## config.mk

```make
export PLATFORM = sky130hd
export DESIGN_NAME = upm_port
export DESIGN_NICKNAME = d
export VERILOG_FILES = /design/src/shared/upm_pkg.sv /design/src/core/upm_port.sv
export VERILOG_INCLUDE_DIRS = /design/src /design/src/shared
export SDC_FILE = /design/constraint.sdc
export NUM_CORES = 1
export LEC_CHECK = 0
export BUFFER_PORTS_ARGS = -buffer_cell sky130_fd_sc_hd__clkbuf_2
export CAP_MARGIN = 20
export CORE_MARGIN = 2
export CORE_UTILIZATION = 48
export DETAILED_ROUTE_END_ITERATION = 10
export PLACE_DENSITY = 0.7
export RECOVER_POWER = 100
export SETUP_SLACK_MARGIN = 0.5
export SYNTH_ARGS = -nofsm -noshare
export SYNTH_HDL_FRONTEND = slang
export SYNTH_SLANG_ARGS = --single-unit
```

## constraint.sdc

```tcl
create_clock -name clk -period 8 [get_ports clk]
set_input_delay 0.8 -clock clk [delete_from_list [all_inputs] [get_ports clk]]
set_output_delay 0.8 -clock clk [all_outputs]
set_load 0.05 [all_outputs]
```

## src/shared/upm_map.svh

```systemverilog
`ifndef UPM_MAP_SVH
`define UPM_MAP_SVH
// ****************************************
// register byte offsets
// ****************************************
`define UPM_OFF_GENCTL 12'h000
`define UPM_OFF_ACTL 12'h004
`define UPM_OFF_BCTL 12'h008
`define UPM_OFF_ADIR 12'h00C
`define UPM_OFF_BDIR 12'h010
`define UPM_OFF_ADATA 12'h014
`define UPM_OFF_BDATA 12'h018
`define UPM_OFF_STATUS 12'h01C
`define UPM_OFF_APIN 12'h020
`define UPM_OFF_BPIN 12'h024
// ****************************************
// control register fields
// ****************************************
`define UPM_SUB_HI 7
`define UPM_SUB_LO 6
`define UPM_SEC_HI 5
`define UPM_SEC_LO 3
`define UPM_IEN_BIT 2
`define UPM_SVC_BIT 1
// ****************************************
// general control fields
// ****************************************
`define UPM_GEN_AEN 4
`define UPM_GEN_BEN 5
`define UPM_GEN_DMAB 6
// ****************************************
// status fields: a strobe, a second, b strobe, b second
// ****************************************
`define UPM_ST_ASTB 0
`define UPM_ST_ASEC 1
`define UPM_ST_BSTB 2
`define UPM_ST_BSEC 3
// ****************************************
// timing
// ****************************************
`define UPM_CLK_NS 5
`define UPM_PULSE_CYC 3'h4
`endif

```

## src/shared/upm_pkg.sv

```systemverilog
package upm_pkg;
  typedef enum logic [1:0] {UPM_SUB_IN, UPM_SUB_OUT, UPM_SUB_BIT, UPM_SUB_BIT2} upm_sub_e;
  typedef enum logic [2:0] {UPM_SEC_E0, UPM_SEC_E1, UPM_SEC_E2, UPM_SEC_E3,
                            UPM_SEC_NEG, UPM_SEC_ASS, UPM_SEC_ILK, UPM_SEC_PLS} upm_sec_e;
endpackage

```

## src/core/upm_port.sv

```systemverilog
`timescale 1ns/1ps
`default_nettype none
`include "upm_map.svh"
module upm_port #(
  parameter int DW = 8
) (
  // clock and reset
  input wire logic clk,
  input wire logic rst,
  // apb slave
  input wire logic psel,
  input wire logic penable,
  input wire logic pwrite,
  input wire logic [11:0] paddr,
  input wire logic [31:0] pwdata,
  output logic [31:0] prdata,
  output logic pready,
  output logic pslverr,
  // port a pins
  input wire logic [DW-1:0] port_a_in,
  output logic [DW-1:0] port_a_out,
  output logic [DW-1:0] port_a_oe,
  input wire logic port_a_strobe_in,
  input wire logic port_a_second_in,
  output logic port_a_second_pin,
  output logic port_a_second_oe,
  // port b pins
  input wire logic [DW-1:0] port_b_in,
  output logic [DW-1:0] port_b_out,
  output logic [DW-1:0] port_b_oe,
  input wire logic port_b_strobe_in,
  input wire logic port_b_second_in,
  output logic port_b_second_pin,
  output logic port_b_second_oe,
  // requests
  output logic port_irq,
  output logic dma_request_out
);
  // ****************************************
  // registers and bus decode
  // ****************************************
  logic [7:0] gen_ctl;
  logic [7:0] ctl [2];
  logic [DW-1:0] dir [2];
  logic [DW-1:0] final_output_latch [2];
  logic [DW-1:0] initial_output_latch [2];
  logic iol_full [2];
  logic [DW-1:0] final_input_latch [2];
  logic [DW-1:0] iil [2];
  logic [1:0] cnt [2];
  logic sec_flag [2];
  logic stb_flag_bit [2];
  logic [2:0] pulse_cnt [2];
  logic hs_out [2];
  logic [2:0] sync_s [2];
  logic [2:0] sync_h [2];
  logic [DW-1:0] pin_in [2];
  logic [3:0] port_status_register;
  logic wr_en;
  logic rd_en;
  logic mapped;
  assign pin_in[0] = port_a_in;
  assign pin_in[1] = port_b_in;
  assign wr_en = psel & penable & pwrite;
  assign rd_en = psel & penable & ~pwrite;
  assign pready = 1'b1;
  always_comb begin
    unique case (paddr)
      `UPM_OFF_GENCTL, `UPM_OFF_ACTL, `UPM_OFF_BCTL, `UPM_OFF_ADIR, `UPM_OFF_BDIR,
      `UPM_OFF_ADATA, `UPM_OFF_BDATA, `UPM_OFF_STATUS, `UPM_OFF_APIN, `UPM_OFF_BPIN: mapped = 1'b1;
      default: mapped = 1'b0;
    endcase
  end
  assign pslverr = psel & penable & ~mapped;

  function automatic logic en_of(input logic [7:0] g, input int p);
    en_of = p == 0 ? g[`UPM_GEN_AEN] : g[`UPM_GEN_BEN];
  endfunction

  function automatic upm_pkg::upm_sub_e sub_of(input logic [7:0] c);
    sub_of = upm_pkg::upm_sub_e'(c[`UPM_SUB_HI:`UPM_SUB_LO]);
  endfunction

  function automatic upm_pkg::upm_sec_e sec_of(input logic [7:0] c);
    sec_of = upm_pkg::upm_sec_e'(c[`UPM_SEC_HI:`UPM_SEC_LO]);
  endfunction

  // read data source per direction bit and submode
  function automatic logic [DW-1:0] data_view(input int p);
    logic [DW-1:0] src;
    src = sub_of(ctl[p]) == upm_pkg::UPM_SUB_IN ? final_input_latch[p] : pin_in[p];
    data_view = (dir[p] & final_output_latch[p]) | (~dir[p] & src);
  endfunction

  always_ff @(posedge clk or posedge rst) begin
    if (rst) begin
      gen_ctl <= 8'h00;
    end else if (wr_en && paddr == `UPM_OFF_GENCTL) begin
      gen_ctl <= pwdata[7:0];
    end
  end

  // ****************************************
  // per port logic
  // ****************************************
  logic [1:0] pop;
  logic [1:0] stb_edge;
  logic [1:0] sec_edge;
  logic [1:0] ready_in;
  logic [1:0] stb_flag;
  logic [1:0] second_pin_raw;
  for (genvar p = 0; p < 2; p++) begin : g_port
    localparam logic [11:0] OFF_CTL = p == 0 ? `UPM_OFF_ACTL : `UPM_OFF_BCTL;
    localparam logic [11:0] OFF_DIR = p == 0 ? `UPM_OFF_ADIR : `UPM_OFF_BDIR;
    localparam logic [11:0] OFF_DAT = p == 0 ? `UPM_OFF_ADATA : `UPM_OFF_BDATA;
    localparam int ST_STB = p == 0 ? `UPM_ST_ASTB : `UPM_ST_BSTB;
    localparam int ST_SEC = p == 0 ? `UPM_ST_ASEC : `UPM_ST_BSEC;
    logic en;
    logic stb_sense;
    logic sec_sense;
    logic stb_raw;
    logic sec_raw;
    logic in_mode;
    logic hs_mode;
    logic take;
    assign en = en_of(gen_ctl, p);
    assign stb_sense = gen_ctl[2*p];
    assign sec_sense = gen_ctl[2*p+1];
    // sense zero means active low: an asserted pin must read as a one here
    assign stb_raw = ~((p == 0 ? port_a_strobe_in : port_b_strobe_in) ^ stb_sense);
    assign sec_raw = ~((p == 0 ? port_a_second_in : port_b_second_in) ^ sec_sense);
    assign in_mode = sub_of(ctl[p]) == upm_pkg::UPM_SUB_IN;
    assign hs_mode = sec_of(ctl[p]) == upm_pkg::UPM_SEC_ILK || sec_of(ctl[p]) == upm_pkg::UPM_SEC_PLS;

    always_ff @(posedge clk or posedge rst) begin
      if (rst) begin
        sync_s[p] <= 3'h0;
        sync_h[p] <= 3'h0;
      end else begin
        sync_s[p] <= {sync_s[p][1:0], stb_raw};
        sync_h[p] <= {sync_h[p][1:0], sec_raw};
      end
    end
    assign stb_edge[p] = sync_s[p][1] & ~sync_s[p][2];
    assign sec_edge[p] = sync_h[p][1] & ~sync_h[p][2];
    assign ready_in[p] = cnt[p] != 2'h2;
    // interlocked ignores strobes while pin negated; pulsed takes any while there is room, pulse or no pulse
    assign take = en & in_mode & stb_edge[p] & ready_in[p] &
                  (sec_of(ctl[p]) != upm_pkg::UPM_SEC_ILK | hs_out[p]);
    assign pop[p] = rd_en & paddr == OFF_DAT & in_mode & cnt[p] != 2'h0;

    always_ff @(posedge clk or posedge rst) begin
      if (rst) begin
        ctl[p] <= 8'h00;
        dir[p] <= '0;
      end else if (wr_en) begin
        if (paddr == OFF_CTL) ctl[p] <= pwdata[7:0];
        if (paddr == OFF_DIR) dir[p] <= pwdata[DW-1:0];
      end
    end

    // output side; 01 double-buffered through the initial latch
    always_ff @(posedge clk or posedge rst) begin
      if (rst) begin
        final_output_latch[p] <= '0;
        initial_output_latch[p] <= '0;
        iol_full[p] <= 1'b0;
      end else if (wr_en && paddr == OFF_DAT) begin
        if (sub_of(ctl[p]) == upm_pkg::UPM_SUB_OUT) begin
          initial_output_latch[p] <= pwdata[DW-1:0];
          iol_full[p] <= 1'b1;
        end else begin
          final_output_latch[p] <= pwdata[DW-1:0];
        end
      end else if (iol_full[p]) begin
        final_output_latch[p] <= initial_output_latch[p];
        iol_full[p] <= 1'b0;
      end
    end

    // two-deep input buffer: fil is head, iil behind it
    always_ff @(posedge clk or posedge rst) begin
      if (rst) begin
        cnt[p] <= 2'h0;
        final_input_latch[p] <= '0;
        iil[p] <= '0;
      end else if (!en) begin
        cnt[p] <= 2'h0;
      end else begin
        unique case ({take, pop[p]})
          2'b10: begin
            if (cnt[p] == 2'h0) final_input_latch[p] <= pin_in[p];
            else iil[p] <= pin_in[p];
            cnt[p] <= cnt[p] + 2'h1;
          end
          2'b01: begin
            final_input_latch[p] <= iil[p];
            cnt[p] <= cnt[p] - 2'h1;
          end
          2'b11: begin
            if (cnt[p] == 2'h1) final_input_latch[p] <= pin_in[p];
            else begin
              final_input_latch[p] <= iil[p];
              iil[p] <= pin_in[p];
            end
          end
          default: cnt[p] <= cnt[p];
        endcase
      end
    end
    assign stb_flag[p] = in_mode ? cnt[p] != 2'h0 : stb_flag_bit[p];

    // simple edge flags, set beats clear
    always_ff @(posedge clk or posedge rst) begin
      if (rst) begin
        sec_flag[p] <= 1'b0;
        stb_flag_bit[p] <= 1'b0;
      end else if (!en) begin
        sec_flag[p] <= 1'b0;
        stb_flag_bit[p] <= 1'b0;
      end else begin
        if (!ctl[p][`UPM_SEC_HI]) begin
          if (sec_edge[p]) sec_flag[p] <= 1'b1;
          else if (wr_en && paddr == `UPM_OFF_STATUS && pwdata[ST_SEC]) sec_flag[p] <= 1'b0;
        end else begin
          sec_flag[p] <= 1'b0;
        end
        if (!in_mode) begin
          if (stb_edge[p]) stb_flag_bit[p] <= 1'b1;
          else if (wr_en && paddr == `UPM_OFF_STATUS && pwdata[ST_STB]) stb_flag_bit[p] <= 1'b0;
        end else begin
          stb_flag_bit[p] <= 1'b0;
        end
      end
    end

    // handshake output: raise when room, drop on strobe edge, pulse limit;
    // a pulse that runs out stays spent until the buffer moves, so no endless pulsing
    always_ff @(posedge clk or posedge rst) begin
      if (rst) begin
        hs_out[p] <= 1'b0;
        pulse_cnt[p] <= 3'h0;
      end else if (!en || !hs_mode || !in_mode) begin
        hs_out[p] <= 1'b0;
        pulse_cnt[p] <= 3'h0;
      end else if (hs_out[p]) begin
        if (stb_edge[p] || !ready_in[p]) begin
          hs_out[p] <= 1'b0;
          pulse_cnt[p] <= 3'h0;
        end else if (sec_of(ctl[p]) == upm_pkg::UPM_SEC_PLS) begin
          if (pulse_cnt[p] == `UPM_PULSE_CYC - 3'h1) begin
            hs_out[p] <= 1'b0;
            pulse_cnt[p] <= `UPM_PULSE_CYC;
          end else begin
            pulse_cnt[p] <= pulse_cnt[p] + 3'h1;
          end
        end
      end else if (take || pop[p]) begin
        pulse_cnt[p] <= 3'h0;
      end else if (ready_in[p] && (pulse_cnt[p] != `UPM_PULSE_CYC || sec_of(ctl[p]) != upm_pkg::UPM_SEC_PLS)) begin
        hs_out[p] <= 1'b1;
      end
    end

    // strobe edge in the sync stage drops the pin without waiting a clock
    always_comb begin
      unique case (sec_of(ctl[p]))
        upm_pkg::UPM_SEC_NEG: second_pin_raw[p] = 1'b0;
        upm_pkg::UPM_SEC_ASS: second_pin_raw[p] = 1'b1;
        upm_pkg::UPM_SEC_ILK, upm_pkg::UPM_SEC_PLS: second_pin_raw[p] = hs_out[p] & ~stb_edge[p] & en;
        default: second_pin_raw[p] = 1'b0;
      endcase
    end
    assign port_status_register[ST_STB] = stb_flag[p];
    assign port_status_register[ST_SEC] = sec_flag[p];
  end

  assign port_a_out = final_output_latch[0];
  assign port_b_out = final_output_latch[1];
  assign port_a_oe = dir[0];
  assign port_b_oe = dir[1];
  assign port_a_second_pin = ~(second_pin_raw[0] ^ gen_ctl[1]);
  assign port_b_second_pin = ~(second_pin_raw[1] ^ gen_ctl[3]);
  assign port_a_second_oe = ctl[0][`UPM_SEC_HI];
  assign port_b_second_oe = ctl[1][`UPM_SEC_HI];

  // ****************************************
  // requests
  // ****************************************
  logic dsel;
  assign dsel = gen_ctl[`UPM_GEN_DMAB];
  assign dma_request_out = ctl[dsel][`UPM_SVC_BIT] & ~ctl[dsel][`UPM_SUB_HI] & stb_flag[dsel];
  assign port_irq = (sec_flag[0] & ctl[0][`UPM_IEN_BIT]) | (sec_flag[1] & ctl[1][`UPM_IEN_BIT]) |
                    (stb_flag[0] & ctl[0][`UPM_SVC_BIT] & (dsel | ctl[0][`UPM_SUB_HI])) |
                    (stb_flag[1] & ctl[1][`UPM_SVC_BIT] & (~dsel | ctl[1][`UPM_SUB_HI]));

  // ****************************************
  // read mux, registered
  // ****************************************
  always_ff @(posedge clk or posedge rst) begin
    if (rst) begin
      prdata <= 32'h0000_0000;
    end else if (psel && !penable && !pwrite) begin
      unique case (paddr)
        `UPM_OFF_GENCTL: prdata <= {24'h00_0000, gen_ctl};
        `UPM_OFF_ACTL: prdata <= {24'h00_0000, ctl[0]};
        `UPM_OFF_BCTL: prdata <= {24'h00_0000, ctl[1]};
        `UPM_OFF_ADIR: prdata <= 32'(dir[0]);
        `UPM_OFF_BDIR: prdata <= 32'(dir[1]);
        `UPM_OFF_ADATA: prdata <= 32'(data_view(0));
        `UPM_OFF_BDATA: prdata <= 32'(data_view(1));
        `UPM_OFF_STATUS: prdata <= {28'h000_0000, port_status_register};
        `UPM_OFF_APIN: prdata <= 32'(port_a_in);
        `UPM_OFF_BPIN: prdata <= 32'(port_b_in);
        default: prdata <= 32'h0000_0000;
      endcase
    end
  end
endmodule
`default_nettype wire

```

==> key figures <==
Outcome
  – Outcome: complete, but fails checks
  – Failing checks: max-capacitance violations, max-slew violations

Detailed routing
  – Detailed Route WL: 22600 um
  – DRC violations left: 0
  – Antenna-violating nets left: 0
  – Iteration-0 DRC Markers: approximately 510
  – Routed vias: between 6000 and 7000
  – Detail-routed net length per standard cell: 22.2 um
  – TritonRoute pass-1 iters: 5
  – Avg Vias per Cell: between 6 and 7

Pwr
  – Total power: roughly 1.7 mW
  – Internal power: between 1 and 1.5 mW
  – Lkg Pwr: just over 4 nW
  – Clock power frac: slightly below 50%
  – Switching power: 0.417 mW
  – Max VDD drop: between 0.0001 and 0.00015 V
  – Sw frac: between 20% and 30%
  – Comb pwr share: approximately 6.4%
  – Seq pwr share: between 40 and 50%
  – Pwr dens: 187 nW/um2

Synthesis
  – Synth area leader: dfrtp_1
  – Count leader, synth: dfrtp_1
  – Synth Area in Adders: 1.91%
  – Multiplexer area fraction after synthesis: 22.5%
  – Synth Area in Simple Gates: about an eighth
  – Sequential fraction of the synthesis area: ~45%
  – Compound-cell area share of the yosys netlist: between 10 and 15%
  – Seq cells post-synth: between 100 and 150
  – FFs w/ async S/R, synth: 100%
  – Synth area leaders: dfrtp_1 (45%), mux2_2 (14%), mux2i_1 (5.4%), o21ai_0 (2.6%), buf_4 (2.6%)
  – Share of the synthesized area in the top cell type: between 40% and 50%
  – Synthesized cell area: between 7000 and 8000 um2
  – Avg Inst Size Synth: between 10 and 15 um2
  – Synth Flop Type: dfrtp_1
  – Most frequent cells after synthesis: dfrtp_1 (142), mux2_2 (101), nand2_1 (53)
  – Main combinational cell family by area after synthesis: multiplexers
  – Post-synth cell types: 78
  – Synthesis warning total: 0
  – Post-synth EDFFs: 0
  – XOR/XNOR share of the synthesized area: 1.12%
  – Post-Syn Instances: between 700 and 800

Worst setup path
  – Slowest Stage Delay on Critical Path: 1390 ps
  – Path depth of the worst reg2reg path: 4
  – Critical Path End Type: flip-flop
  – CP startpoint kind: primary input
  – CP max FO: 30
  – CP Data Arrival Time: between 5000 and 6000 ps
  – Critical path type: primary input to flip-flop
  – Slowest-stage cell, CP: nor4_1
  – Data required time of the critical path: approximately 8300 ps
  – Crit path cell chain: clkbuf_1, inv_1, nor4_1, o2111ai_1, mux2i_1, o21ai_0

Floorplanning
  – Initial core utilization: just under 50%
  – Ports: about 140
  – Core Rows: 46
  – Die area: 17400 um2
  – Core Box Area: 15900 um2
  – Die X: about 130 um
  – Chip Height: approximately 130 um

Timing
  – Clk_skew: slightly above 7 ps
  – Fin worst setup slack: 2720 ps
  – RSZ-0062 raised after global routing: false
  – Tcrit/Tclk final: 66.1%
  – Least-Margin Pin Slew: around 2700 ps
  – Minimum clock period: approximately 5300 ps
  – F_max: 189 MHz
  – Min Hold Slack: between 300 and 400 ps
  – Final setup fails: 0
  – Slew Viols, Final: ~120
  – Relative slew slack: -79.3%
  – Final Hold Fails: 0
  – TNS Setup: 0 ps

Layout
  – P&R area growth vs syn: 12.3%
  – Layout cells sized above 1: a little under a quarter
  – Total Nets Final: just under 900
  – Antenna fix cells: 0
  – Fin cells: between 1000 and 1500

CTS
  – Hold-fix buffers at CTS: 0
  – Clock Path Buffers: 2
  – CTS Sinks: around 140
  – CTS root buf: clkbuf_16
  – Clk Latency, worst-skew pair: ~430 ps
  – Quantity of gates resized following cts: 0
  – Worst-path clk slew: 60 ps
  – Post-CTS Setup Inserts: 0
  – CTS tree: yes
  – CTS buffer count: 17
  – H-tree levels: 4

Placement
  – Port buffer count: between 90 and 100
  – Placed Instances: between 900 and 1000
  – RePlAce Congestion: 0.949
  – Pre-CTS WS: approximately 4200 ps
  – DP Wirelength: 16500 um

Global route
  – GRT Util Overall: 26.4%
  – Global-route wire length before repair: approximately 35000 um
  – Vias in the first global route: around 6100
  – Global route total overflow: 0
  – Initial antenna violation count: 0
  – Largest net degree at the start of global routing: 84

Min path
  – Hold depth: 0
  – Worst hold-check path type: flip-flop to flip-flop

Flow run
  – Max_cap viols: 5
[routing by layer]
| metal | up-vias | track usage, % | wire [um] |
|---|---|---|---|
| met1 | 3076 | 36.6 | 9920 |
| met2 | 293 | 40.9 | 10400 |
| li1 | 2709 | - | - |
| met3 | 54 | 4.88 | 1490 |
| met4 | 0 | 10.9 | 744 |
| met5 | - | 0 | 0 |
[stage by stage]
step | util [%] | area (um2)
6_report | 55.3 | 8820
5_1_grt | 55.3 | 8820
3_3_place_gp | 52.6 | 8390
3_5_place_dp | 52.6 | 8390
4_1_cts | 56.4 | 8990
2_1_floorplan | - | 7940
[cell usage in the layout (no fill, tap or decap), types with 5 or more instances in the layout]
cell type / instances
o211ai_1: 15
inv_1: 21
inv_6: 7
ha_1: 12
nand3_1: 12
nor3_1: 8
o21ai_0: 41
mux2_2: 98
clkbuf_2: 42
dfrtp_1: 142
a31oi_1: 11
mux2i_1: 42
clkbuf_1: 51
a21oi_1: 22
and4_1: 5
clkbuf_16: 17
nand4_1: 11
nor2_1: 23
nor2b_1: 6
nand2b_1: 9
nor3b_1: 5
mux2_1: 12
nand2_1: 53
conb_1: 25
and3_1: 14
xnor2_1: 8
[critical path: cells and delay by family]
family	cells	cell delay [ps]
muxes	1	370
AOI/OAI and AO/OA	2	990
and+or+nand+nor	1	1390
buffers and inverters	2	1980
[cell families (layout without fill, tap and decap cells)]
group,after synthesis,in the layout
AOI/OAI and AO/OA,130,130
other,2,25
buffers and inverters,75,150
and+or+nand+nor,174,174
adders and majority gates,12,12
DFF,142,142
muxes,156,156
xor gates and xnor gates,10,10
[path summary, 6_finish.rpt]
path | slack (ps) | end | startpoint
min reg2reg | 350 | sync_s[4] | sync_s[3]
max in group asynchronous | 5100 | final_input_latch[3] | rst
max reg2reg | 5010 | iil[9] | gen_ctl[4]
min | 350 | sync_s[4] | sync_s[3]
min in group asynchronous | 1090 | initial_output_latch[12] | rst
max | 2720 | final_input_latch[11] | paddr[2]
[power by group through the flow]
| stage | clock network [mW] | registers [mW] | logic [mW] |
|---|---|---|---|
| global route | 0.858 | 0.731 | 0.113 |
| floorplan | 0 | 0.743 | 0.0774 |
| finish | 0.816 | 0.730 | 0.106 |
| global placement | 0 | 0.743 | 0.104 |
| CTS | 0.824 | 0.730 | 0.106 |
| detailed placement | 0 | 0.743 | 0.105 |
[flip-flops by register name, indices dropped and copies added (netlist names), 4 cells and up]
name / count
pulse_cnt: 6
iil: 16
port_a_oe: 8
initial_output_latch: 16
port_b_out: 8
final_input_latch: 16
prdata: 8
cnt: 4
gen_ctl: 8
ctl: 14
port_b_oe: 8
sync_h: 6
port_a_out: 8
sync_s: 6
[cell type report]
class	count	area [um2]
fillers	1391	7120
multi-input cells	507	3860
flip-flops and latches	142	3550
clock buffers	20	457
repair buffers	96	448
well taps	216	270
clock inverters	12	146
inverters	22	83.8
Power figures use the tool's default switching activity.
